==> src/include/rtcc_pkg.sv <==
package rtcc_pkg;
   // Register offsets
   localparam logic [3:0] ADDR_CLKCTL  = 4'h0;
   localparam logic [3:0] ADDR_IRQMODE = 4'h1;
   localparam logic [3:0] ADDR_CTLA    = 4'h2;
   localparam logic [3:0] ADDR_CTLB    = 4'h3;
   localparam logic [3:0] ADDR_SEC     = 4'h4;
   localparam logic [3:0] ADDR_MIN     = 4'h5;
   localparam logic [3:0] ADDR_HOUR    = 4'h6;
   localparam logic [3:0] ADDR_DAY     = 4'h7;
   localparam logic [3:0] ADDR_MONTH   = 4'h8;
   localparam logic [3:0] ADDR_YEAR    = 4'h9;
   localparam logic [3:0] ADDR_WEEK    = 4'ha;
   // Bit positions
   localparam int CTLA_SRST  = 0;
   localparam int CTLA_STOP  = 1;
   localparam int CTLA_FMT24 = 4;
   localparam int CTLA_ROUND = 5;
   localparam int CTLB_HOLD  = 0;
   localparam int CTLB_BUSY  = 1;
   localparam int CTLB_SNAP  = 2;
   localparam int HOUR_PM    = 6;
   // Timing
   localparam int SYS_CLK_KHZ  = 10000;
   localparam int CARRY_MS     = 4;
   localparam int CARRY_CYCLES = CARRY_MS * SYS_CLK_KHZ;
   localparam int DIV_BITS     = 15;
   // Reset values
   localparam logic [7:0] CTLA_RST = 8'h00;

   typedef struct packed {
      logic [2:0] wk;
      logic [3:0] yrH;
      logic [3:0] yrL;
      logic       monH;
      logic [3:0] monL;
      logic [1:0] dayH;
      logic [3:0] dayL;
      logic       pm;
      logic [1:0] hrH;
      logic [3:0] hrL;
      logic [2:0] minH;
      logic [3:0] minL;
      logic [2:0] secH;
      logic [3:0] secL;
   } rtcc_time_t;
endpackage

==> src/hdl/rtcc_core.sv <==
`timescale 1ns/1ps
module rtcc_core #(
   parameter int CARRY_CYC = rtcc_pkg::CARRY_CYCLES
) (
   input  wire logic       clk_sys,
   input  wire logic       sys_rst,
   input  wire logic       slowClkPin,
   input  wire logic [3:0] regAddr,
   input  wire logic [7:0] regWrData,
   input  wire logic       regWr,
   input  wire logic       regRd,
   output logic      [7:0] regRdData,
   output logic            irqAllow,
   output logic            clkSupplyEn
);
   import rtcc_pkg::*;

   if (CARRY_CYC < 2 || CARRY_CYC > 65535) begin : g_chk
      $error("CARRY_CYC out of range");
   end

   localparam logic [15:0] CARRY_LOAD = 16'(CARRY_CYC - 1);

   // ****************************************
   // Control registers
   // ****************************************
   logic       cce_r;
   logic       lvlMode_r;
   logic       srst_r;
   logic       stop_r;
   logic       fmt24_r;
   logic       hold_r;
   logic       snap_r;
   logic       round_r;
   logic       pend_r;
   logic [15:0] busyCnt_r;
   logic [15:0] roundCnt_r;
   logic       busy;
   logic       wrA;
   logic       wrB;
   logic       ctrWr;
   logic       roundStart;
   logic       incSec;
   logic       tick;

   assign busy       = busyCnt_r != 16'h0000;
   assign wrA        = regWr && regAddr == ADDR_CTLA;
   assign wrB        = regWr && regAddr == ADDR_CTLB;
   assign ctrWr      = regWr && regAddr >= ADDR_SEC && regAddr <= ADDR_WEEK;
   assign roundStart = wrA && regWrData[CTLA_ROUND] && !round_r;

   always_ff @(posedge clk_sys) begin
      if (sys_rst) begin
         cce_r     <= 1'b0;
         lvlMode_r <= 1'b0;
      end else if (regWr && regAddr == ADDR_CLKCTL) begin
         cce_r <= regWrData[0];
      end else if (regWr && regAddr == ADDR_IRQMODE) begin
         lvlMode_r <= regWrData[0];
      end
   end

   always_ff @(posedge clk_sys) begin
      if (sys_rst) begin
         srst_r  <= CTLA_RST[CTLA_SRST];
         stop_r  <= CTLA_RST[CTLA_STOP];
         fmt24_r <= CTLA_RST[CTLA_FMT24];
      end else if (wrA) begin
         srst_r  <= regWrData[CTLA_SRST];
         stop_r  <= regWrData[CTLA_STOP];
         fmt24_r <= regWrData[CTLA_FMT24];
      end
   end

   // Hold refused while a carry is in flight, so counters never freeze mid-carry
   always_ff @(posedge clk_sys) begin
      if (sys_rst || srst_r) begin
         hold_r <= 1'b0;
      end else if (wrB) begin
         hold_r <= regWrData[CTLB_HOLD] && !busy;
      end
   end

   // ****************************************
   // Crystal clock sampling and divider
   // ****************************************
   logic                slowS1_r;
   logic                slowS2_r;
   logic                slowS3_r;
   logic [DIV_BITS-1:0] div_r;
   logic                runDiv;

   always_ff @(posedge clk_sys) begin
      if (sys_rst) begin
         slowS1_r <= 1'b0;
         slowS2_r <= 1'b0;
         slowS3_r <= 1'b0;
      end else begin
         slowS1_r <= slowClkPin;
         slowS2_r <= slowS1_r;
         slowS3_r <= slowS2_r;
      end
   end

   assign runDiv = slowS2_r && !slowS3_r && cce_r && !srst_r;
   assign tick   = runDiv && div_r[0] && !stop_r && (&div_r[DIV_BITS-1:1]);

   always_ff @(posedge clk_sys) begin
      if (sys_rst || srst_r) begin
         div_r <= '0;
      end else if (runDiv) begin
         div_r[0] <= ~div_r[0];
         if (div_r[0] && !stop_r) begin
            div_r[DIV_BITS-1:1] <= div_r[DIV_BITS-1:1] + 1'b1;
         end
      end
   end

   // ****************************************
   // Carry busy, hold catch-up and rounding
   // ****************************************
   // Only one second is remembered while counting is blocked
   // A hold write in flight blocks too, so busy never rises under a fresh hold
   assign incSec = (tick || pend_r) && !hold_r && !round_r && !roundStart && !ctrWr
                && !(wrB && regWrData[CTLB_HOLD]);

   always_ff @(posedge clk_sys) begin
      if (sys_rst || srst_r) begin
         pend_r <= 1'b0;
      end else if (incSec) begin
         pend_r <= 1'b0;
      end else if (tick) begin
         pend_r <= 1'b1;
      end
   end

   always_ff @(posedge clk_sys) begin
      if (sys_rst || srst_r || hold_r) begin
         busyCnt_r <= 16'h0000;
      end else if (incSec) begin
         busyCnt_r <= CARRY_LOAD;
      end else if (busy) begin
         busyCnt_r <= busyCnt_r - 16'h0001;
      end
   end

   always_ff @(posedge clk_sys) begin
      if (sys_rst) begin
         round_r    <= 1'b0;
         roundCnt_r <= 16'h0000;
      end else if (roundStart) begin
         round_r    <= 1'b1;
         roundCnt_r <= CARRY_LOAD;
      end else if (round_r) begin
         if (roundCnt_r == 16'h0000) begin
            round_r <= 1'b0;
         end else begin
            roundCnt_r <= roundCnt_r - 16'h0001;
         end
      end
   end

   // ****************************************
   // Calendar advance
   // ****************************************
   rtcc_time_t time_r;
   rtcc_time_t timeNxt;
   rtcc_time_t snap_buf_r;
   logic [5:0] daysInMonth;
   logic       leap;
   logic       cMin;
   logic       cHour;
   logic       cDay;
   logic       cMon;
   logic       cYear;

   // Works on BCD digits directly; tens odd needs units 2 or 6
   always_comb begin
      leap = (!time_r.yrH[0] && (time_r.yrL == 4'h0 || time_r.yrL == 4'h4 || time_r.yrL == 4'h8))
          || (time_r.yrH[0] && (time_r.yrL == 4'h2 || time_r.yrL == 4'h6));
      if (time_r.yrH == 4'h0 && time_r.yrL == 4'h0) begin
         leap = 1'b0;
      end
      case ({time_r.monH, time_r.monL})
         5'h02: daysInMonth = leap ? 6'h29 : 6'h28;
         5'h04, 5'h06, 5'h09, 5'h11: daysInMonth = 6'h30;
         default: daysInMonth = 6'h31;
      endcase
   end

   always_comb begin
      timeNxt = time_r;
      cMin    = roundStart && time_r.secH >= 3'h3;
      cHour   = 1'b0;
      cDay    = 1'b0;
      cMon    = 1'b0;
      cYear   = 1'b0;
      if (roundStart) begin
         timeNxt.secL = 4'h0;
         timeNxt.secH = 3'h0;
      end else if (incSec) begin
         if (time_r.secL == 4'h9) begin
            timeNxt.secL = 4'h0;
            if (time_r.secH == 3'h5) begin
               timeNxt.secH = 3'h0;
               cMin         = 1'b1;
            end else begin
               timeNxt.secH = time_r.secH + 3'h1;
            end
         end else begin
            timeNxt.secL = time_r.secL + 4'h1;
         end
      end
      if (cMin) begin
         if (time_r.minL == 4'h9) begin
            timeNxt.minL = 4'h0;
            if (time_r.minH == 3'h5) begin
               timeNxt.minH = 3'h0;
               cHour        = 1'b1;
            end else begin
               timeNxt.minH = time_r.minH + 3'h1;
            end
         end else begin
            timeNxt.minL = time_r.minL + 4'h1;
         end
      end
      if (cHour) begin
         if ({time_r.hrH, time_r.hrL} == (fmt24_r ? 6'h23 : 6'h11)) begin
            timeNxt.hrH = 2'h0;
            timeNxt.hrL = 4'h0;
            timeNxt.pm  = !fmt24_r && !time_r.pm;
            cDay        = fmt24_r || time_r.pm;
         end else if (time_r.hrL == 4'h9) begin
            timeNxt.hrL = 4'h0;
            timeNxt.hrH = time_r.hrH + 2'h1;
         end else begin
            timeNxt.hrL = time_r.hrL + 4'h1;
         end
      end
      if (cDay) begin
         timeNxt.wk = (time_r.wk >= 3'h6) ? 3'h0 : time_r.wk + 3'h1;
         if ({time_r.dayH, time_r.dayL} >= daysInMonth) begin
            timeNxt.dayH = 2'h0;
            timeNxt.dayL = 4'h1;
            cMon         = 1'b1;
         end else if (time_r.dayL == 4'h9) begin
            timeNxt.dayL = 4'h0;
            timeNxt.dayH = time_r.dayH + 2'h1;
         end else begin
            timeNxt.dayL = time_r.dayL + 4'h1;
         end
      end
      if (cMon) begin
         if ({time_r.monH, time_r.monL} >= 5'h12) begin
            timeNxt.monH = 1'b0;
            timeNxt.monL = 4'h1;
            cYear        = 1'b1;
         end else if (time_r.monL == 4'h9) begin
            timeNxt.monL = 4'h0;
            timeNxt.monH = 1'b1;
         end else begin
            timeNxt.monL = time_r.monL + 4'h1;
         end
      end
      if (cYear) begin
         if (time_r.yrL == 4'h9) begin
            timeNxt.yrL = 4'h0;
            timeNxt.yrH = (time_r.yrH == 4'h9) ? 4'h0 : time_r.yrH + 4'h1;
         end else begin
            timeNxt.yrL = time_r.yrL + 4'h1;
         end
      end
      if (fmt24_r) begin
         timeNxt.pm = 1'b0;
      end
   end

   // Counters accept writes at any time; busy checks are software's job
   always_ff @(posedge clk_sys) begin
      if (sys_rst) begin
         time_r <= '0;
      end else if (ctrWr) begin
         case (regAddr)
            ADDR_SEC: {time_r.secH, time_r.secL} <= regWrData[6:0];
            ADDR_MIN: {time_r.minH, time_r.minL} <= regWrData[6:0];
            ADDR_HOUR: begin
               {time_r.hrH, time_r.hrL} <= regWrData[5:0];
               time_r.pm <= regWrData[HOUR_PM] && !fmt24_r;
            end
            ADDR_DAY: {time_r.dayH, time_r.dayL} <= regWrData[5:0];
            ADDR_MONTH: {time_r.monH, time_r.monL} <= regWrData[4:0];
            ADDR_YEAR: {time_r.yrH, time_r.yrL} <= regWrData;
            ADDR_WEEK: time_r.wk <= regWrData[2:0];
            default: time_r <= time_r;
         endcase
      end else begin
         time_r <= timeNxt;
      end
   end

   // ****************************************
   // Read snapshot and read port
   // ****************************************
   always_ff @(posedge clk_sys) begin
      if (sys_rst) begin
         snap_r     <= 1'b0;
         snap_buf_r <= '0;
      end else if (wrB) begin
         snap_r <= regWrData[CTLB_SNAP];
         if (regWrData[CTLB_SNAP] && !snap_r) begin
            snap_buf_r <= time_r;
         end
      end
   end

   rtcc_time_t view;
   assign view = snap_r ? snap_buf_r : time_r;

   always_ff @(posedge clk_sys) begin
      if (sys_rst) begin
         regRdData <= 8'h00;
      end else if (regRd) begin
         case (regAddr)
            ADDR_CLKCTL: regRdData <= {7'h00, cce_r};
            ADDR_IRQMODE: regRdData <= {7'h00, lvlMode_r};
            ADDR_CTLA: regRdData <= {2'h0, round_r, fmt24_r, 2'h0, stop_r, srst_r};
            ADDR_CTLB: regRdData <= {5'h00, snap_r, busy, hold_r};
            ADDR_SEC: regRdData <= {1'b0, view.secH, view.secL};
            ADDR_MIN: regRdData <= {1'b0, view.minH, view.minL};
            ADDR_HOUR: regRdData <= {1'b0, view.pm && !fmt24_r, view.hrH, view.hrL};
            ADDR_DAY: regRdData <= {2'h0, view.dayH, view.dayL};
            ADDR_MONTH: regRdData <= {3'h0, view.monH, view.monL};
            ADDR_YEAR: regRdData <= {view.yrH, view.yrL};
            ADDR_WEEK: regRdData <= {5'h00, view.wk};
            default: regRdData <= 8'h00;
         endcase
      end else begin
         regRdData <= 8'h00;
      end
   end

   always_ff @(posedge clk_sys) begin
      if (sys_rst) begin
         irqAllow    <= 1'b0;
         clkSupplyEn <= 1'b0;
      end else begin
         irqAllow    <= cce_r && !srst_r;
         clkSupplyEn <= cce_r;
      end
   end

   logic rdHour_r;
   always_ff @(posedge clk_sys) begin
      rdHour_r <= regRd && regAddr == ADDR_HOUR;
   end
endmodule

==> config.mk <==
export PLATFORM = sky130hd
export DESIGN_NAME = rtcc_core
export DESIGN_NICKNAME = d
export VERILOG_FILES = /design/src/include/rtcc_pkg.sv /design/src/hdl/rtcc_core.sv
export SDC_FILE = /design/constraint.sdc
export NUM_CORES = 1
export LEC_CHECK = 0
export BUFFER_PORTS_ARGS = -buffer_cell sky130_fd_sc_hd__buf_2
export CORE_MARGIN = 1
export CORE_UTILIZATION = 56
export CTS_CLUSTER_DIAMETER = 150
export DETAILED_ROUTE_END_ITERATION = 7
export GPL_ROUTABILITY_DRIVEN = 0
export PLACE_DENSITY = 0.85
export SYNTH_ARGS = -nofsm -noshare
export SYNTH_HDL_FRONTEND = slang
export SYNTH_SLANG_ARGS = --single-unit
==> constraint.sdc <==
create_clock -name clk_sys -period 3.5 [get_ports clk_sys]
set_clock_uncertainty 0.05 [all_clocks]
set_input_delay 0.7 -clock clk_sys [delete_from_list [all_inputs] [get_ports clk_sys]]
set_output_delay 0.7 -clock clk_sys [all_outputs]
set_load 0.02 [all_outputs]
Yosys cells after proc, flatten, opt, wreduce, memory -nomap -nowiden
Cells that the tools add are included.
{"block": "word_totals", "output_inout_bits": 10, "reg_bits": 155, "input_bits": 17, "elab_cells": 273}
{"block": "op_classes", "bitwise_logic": 4, "n_reduce_logical": 98, "add_sub_neg": 15, "mux": 64, "eq_ne": 37, "magnitude_cmp": 6}
{"operator": "case mux 8 bit (11 select lines)", "n": 1}
{"operator": "two-way mux 43 bit", "n": 2}
{"operator": "two-way mux 16 bit", "n": 5}
{"operator": "two-way mux 7 bit", "n": 7}
{"operator": "== test 4 bit (second input constant)", "n": 11}
{"operator": "two-way mux 4 bit", "n": 8}
{"operator": "subtractor 16 x 1 -> 16 bit (second input constant)", "n": 2}
{"operator": "logical AND 1 bit", "n": 31}
{"operator": "two-way mux 6 bit", "n": 5}
{"operator": "adder 4 x 1 -> 4 bit (second input constant)", "n": 7}
{"operator": "== test 4 x 3 -> 1 bit (second input constant)", "n": 6}
{"operator": "AND reduction 2 bit", "n": 12}
{"operator": "two-way mux 1 bit", "n": 21}
{"operator": "two-way mux 3 bit", "n": 7}
{"operator": "AND reduction 3 bit", "n": 7}
{"operator": "nonzero test 3 bit", "n": 7}
{"operator": "nonzero test 2 bit", "n": 9}
{"operator": "logical NOT 16 bit", "n": 1}
{"operator": "two-way mux 8 bit", "n": 2}
{"operator": "nonzero test 16 bit", "n": 1}
{"operator": "two-way mux 5 bit", "n": 3}
{"operator": "adder 14 x 1 -> 14 bit (second input constant)", "n": 1}
{"operator": "!= test 2 x 1 -> 1 bit (second input constant)", "n": 7}
{"operator": "AND reduction 14 bit", "n": 1}
{"operator": "other kinds (25)", "n": 60}

Depth between registers and ports, before layout
{"block": "logic_depth", "word_depth": 21, "ltp_mapped": 15}

Worst setup path before layout
OpenSTA, ideal clock, no wires.
{"block": "synth_path", "path_kind": "register to register", "start": "reg time_r[34] in the netlist's numbering", "end": "reg time_r[23] in the netlist's numbering", "path_stages_with_launch": 15, "setup_time_ns": 0.061, "arrival_time_ns": 3.154, "setup_slack_ns": 0.235, "n_path_buf": 1, "cell_sequence": "dfxtp_1 > clkbuf_1 > nor4_1 > o21bai_1 > a21oi_1 > o21ai_0 > a2111oi_0 > a21oi_1 > ha_1 > o41ai_1 > a21oi_1 > or3_1 > or3b_1 > a21oi_1 > a32o_1"}
{"block": "synth_between", "elab_chain_cells": 12}
{"item": "start: declaration", "line_no": "rtcc_core.sv:166", "rtl": "rtcc_time_t time_r;"}
{"item": "start signal: assignment", "line_no": "rtcc_core.sv:294", "rtl": "default: time_r <= time_r;"}
{"item": "start signal: assignment", "line_no": "rtcc_core.sv:297", "rtl": "time_r <= timeNxt;"}
{"item": "== test 4 x 3 -> 1 bit / logical NOT 4 bit (equally long branches)", "line_no": "rtcc_core.sv:179, rtcc_core.sv:181"}
{"item": "logical OR 1 bit (2 in a row)", "line_no": "rtcc_core.sv:179", "rtl": "leap = (!time_r.yrH[0] && (time_r.yrL == 4'h0 || time_r.yrL == 4'h4 || time_r.yrL == 4'h8))"}
{"item": "logical AND 1 bit", "line_no": "rtcc_core.sv:179"}
{"item": "logical OR 1 bit", "line_no": "rtcc_core.sv:180", "rtl": "|| (time_r.yrH[0] && (time_r.yrL == 4'h2 || time_r.yrL == 4'h6));"}
{"item": "two-way mux 1 bit (*)", "line_no": "rtcc_core.sv:181", "rtl": "if (time_r.yrH == 4'h0 && time_r.yrL == 4'h0) begin"}
{"item": "two-way mux 1 bit (*)", "line_no": "rtcc_core.sv:185", "rtl": "5'h02: daysInMonth = leap ? 6'h29 : 6'h28;"}
{"item": "case mux 5 bit (2 select lines) (*)", "line_no": "rtcc_core.sv:184", "rtl": "case ({time_r.monH, time_r.monL})"}
{"item": "greater-or-equal comparator 6 bit (*)", "line_no": "rtcc_core.sv:242", "rtl": "if ({time_r.dayH, time_r.dayL} >= daysInMonth) begin"}
{"item": "two-way mux 6 bit (*)", "line_no": "rtcc_core.sv:242"}
{"item": "two-way mux 6 bit (*)", "line_no": "rtcc_core.sv:240", "rtl": "if (cDay) begin"}
{"item": "two-way mux 43 bit (*)", "line_no": "rtcc_core.sv:282", "rtl": "end else if (ctrWr) begin"}
Mark *: on every way between the ends. The rest lies on a longest branch, timed or not. The select of a mux whose other input is x is not followed.
A chain may end at the register's enable or synchronous reset.

Worst setup path in the final report
{"block": "layout_path", "start": "reg time_r[38] in the netlist's numbering", "end": "reg time_r[39] in the netlist's numbering"}
{"block": "layout_between", "elab_chain_cells": 11}
{"item": "logical NOT 4 bit", "line_no": "rtcc_core.sv:181"}
{"item": "logical AND 1 bit", "line_no": "rtcc_core.sv:181"}
{"item": "two-way mux 1 bit", "line_no": "rtcc_core.sv:181"}
{"item": "two-way mux 1 bit", "line_no": "rtcc_core.sv:185"}
{"item": "case mux 5 bit (2 select lines)", "line_no": "rtcc_core.sv:184"}
{"item": "greater-or-equal comparator 6 bit", "line_no": "rtcc_core.sv:242"}
{"item": "two-way mux 1 bit", "line_no": "rtcc_core.sv:242"}
{"item": "two-way mux 1 bit", "line_no": "rtcc_core.sv:240"}
{"item": "two-way mux 1 bit", "line_no": "rtcc_core.sv:253", "rtl": "if (cMon) begin"}
{"item": "nonzero test 2 bit (no line)"}
{"item": "AND reduction 3 bit (no line)"}
Several ways; a longest one is shown, not always the timed one. The select of a mux whose other input is x is not followed.

==> results.md <==
* Layout area overhead at 13.05%
* CTS resizes at 0
* Nets at 1055
* Crit-path slowest cell: or4_1
* Clk pwr share at 45.2%
* Row count at 43
* CP delay by family, top: compound AO/OA/AOI/OAI gates
* Die Wd at 122.1 um
* Fmax at 297.9 MHz
* Initial antenna violation count at 1
* Cell internal pwr at 3.508 mW
* Asr flop ratio synth at 0%
* Worst EP arrival at 3.61 ns
* Place WS at 0.04093 ns
* Full die area at 14900 um^2
* Input/output buffers at 26
* Leakage power at 3.243 nW
* Post-CTS Setup Inserts at 0
* Syn. warnings at 0
* I/O pin cnt at 27
* Post-DP HPWL at 14930 um
* Synthesized Nets at 1042
* Main flop type after synthesis: dfxtp_1
* FF-to-FF Start: time_r[38]
* DRT iter0 DRCs at 962
* Worst setup path startpoint: time_r[38]
* Wire per inst at 18.19 um
* CP bufs+invs at 0
* Worst Tran Pin Value at 0.8872 ns
* Clk buf depth at 2
* Total gr overflow at 0
* Combinational share of power at 14.1%
* DRT antenna net count at 0
* Mapped cell area at 8074 um^2
* CTS Buf Count at 17
* Worst Path Required at 3.76 ns
* CP Max Fanout at 6
* Filler cells at 1124
* Clock transition at the registers of the reported paths at 0.07 ns
* First-pass GRT wire length at 35330 um
* Startpoint of the worst hold path: slowS1_r
* # clock sinks at 155
* Drt total wl at 22120 um
* Initial Utilization at 57.72%
* Clk_lat worst skew at 0.44 ns
* Worst slew margin at 40.35%
* Mean Syn Cell Area at 7.994 um^2
* Fin. Hold Viols at 0
* Mapped Cells at 1010
* CP Class: flip-flop to flip-flop
* Switching Share at 26.43%
* Register area at 3104 um^2
* Core ar. at 13990 um^2
* Multi-input gate area at 4657 um^2
* Crit path capture type: flip-flop
* Final Setup Violations at 0
* Tcrit/Tclk final at 95.92%
* Post-DR vias/cell at 6.371
* # hold bufs at CTS at 0
* Ranking of synthesized cells by area: dfxtp_1, nand2_1, a21oi_1
* Dominant cell type by area after synthesis: dfxtp_1
* Post-synth EDFFs at 0
* Total power at 4.768 mW
* Yosys cell types at 77
* Path category of the worst min-delay check: flip-flop to flip-flop
* Max-Cap Viols at 0
* Status: complete, no violations
* DRC viols at 0
* CTS HTree Levels at 4
* Minimum clock period at 3.357 ns
* Final core utilization at 65.25%
* Router iterations before antenna repair at 6
* P_sw at 1.260 mW
* Total Neg Setup Slack at 0 ns
* Final worst slack at 0.1429 ns
* Max-slew violations at 0
* Share of layout cells above drive strength 1 at 11.58%
* Die Height at 122.1 um
* CP peak stage delay at 0.60 ns
* Via count at 7747
* Register share of total power at 40.7%
* Power per cell area at 522.4 nW/um^2
* Ant. Diodes at 0
* Cell chosen for the clock root: clkbuf_16
* Vias in the first global route at 7147
* RSZ-0062 raised after global routing: no
* GR Util All Layers at 30.46%
* Worst vdd ir at 0.3826 mV
* Flops & latches, synth at 155
* Cells along the critical path: nor4_1 -> o21bai_1 -> a21oi_2 -> o21ai_0 -> a2111oi_1 -> a21oi_1 -> ha_1 -> o41ai_2 -> a21o_1 -> or4_1 -> o21ai_4 -> mux2i_1 -> nor2_1
* Largest net degree at the start of global routing at 65
* TritonCTS clock tree: built
* Startpoint Class: flip-flop
* Top cell type's share of synthesized area at 38.43%
* Sequential share of the synthesized area at 38.43%
[Yosys cell counts (13+ instances only)]
library cell  count
nand2_1         172
dfxtp_1         155
a21oi_1         109
nor2_1           76
clkbuf_1         52
o21ai_0          40
mux2i_1          34
nand3_1          31
nor3_1           28
inv_1            23
xnor2_1          18
xor2_1           17
a22oi_1          15
ha_1             15
nor2b_1          14
nor4_1           13
[power by group through the flow]
stage | sequential, mW | combinational, mW | clock (mW)
detailed placement | 1.98 | 0.650 | 0
global placement | 1.97 | 0.629 | 0
global route | 1.95 | 0.744 | 2.24
finish | 1.94 | 0.675 | 2.15
floorplan | 1.95 | 0.516 | 0
CTS | 1.94 | 0.662 | 2.16
[sequential cells by signal, indices dropped and copies added, names as in the netlist, 8 cells and up]
name	flops
busyCnt_r	16
regRdData	8
snap_buf_r	43
roundCnt_r	16
time_r	43
div_r	15
[path summary, 6_finish.rpt]
| kind | to | slack (ns) | cells past startpoint |
|---|---|---|---|
| setup / recovery | time_r[39] | 0.14 | 13 |
| hold / removal | slowS2_r | 0.39 | 1 |
| setup reg to reg | time_r[39] | 0.14 | 13 |
| hold reg to reg | slowS2_r | 0.39 | 1 |
[cells in the final DEF, fill, tap and decap left out, types with 8 or more instances in the layout]
master,instances
mux2i_1,34
nor2b_1,14
clkbuf_16,17
nand2b_1,10
buf_4,32
o211ai_1,12
dfxtp_1,154
a31oi_1,10
nand4_1,8
nor2_1,76
buf_2,25
nand2_1,172
inv_1,23
a22oi_1,15
nor3_1,28
ha_1,15
o31ai_1,9
xor2_1,17
o21ai_0,40
xnor2_1,18
nor4_1,13
nand3_1,31
o211a_1,12
or3_1,12
a21oi_1,108
[logic make-up after synthesis]
group / count (synthesis) / synth area share [%]
fa+ha+maj: 15 / 2.325
compound gates: 270 / 22.07
flops: 155 / 38.43
xor+xnor: 35 / 3.797
mux: 37 / 4.634
buf+inv: 86 / 4.200
simple gates: 412 / 24.55
[per-stage QoR]
step	std cells	cell area (um^2)	hold WS [ns]
4_1_cts	1216	9107	0.3920
3_3_place_gp	1184	8418	0.3665
3_5_place_dp	1184	8418	0.3770
2_1_floorplan	1010	8074	0.3638
6_report	1216	9128	0.3870
5_1_grt	1216	9128	0.4108
[layer usage]
layer  global-route usage, %  wire length, um  up-vias
li1                        -                -     3654
met1                   37.82             9034     3599
met2                   47.74            10010      403
met3                   8.755             2077       89
met4                   15.93              982        2
met5                       0               13        -
[layout make-up]
class | count | share of cell area [%]
Multi-Input combinational cell | 769 | 51.02
Clock buffer | 19 | 4.962
Clock inverter | 13 | 2.591
Inverter | 23 | 0.9459
Timing Repair Buffer | 57 | 4.003
Tap cell | 180 | 2.467
Sequential cell | 155 | 34.01
(Power assumes the default switching activity.)
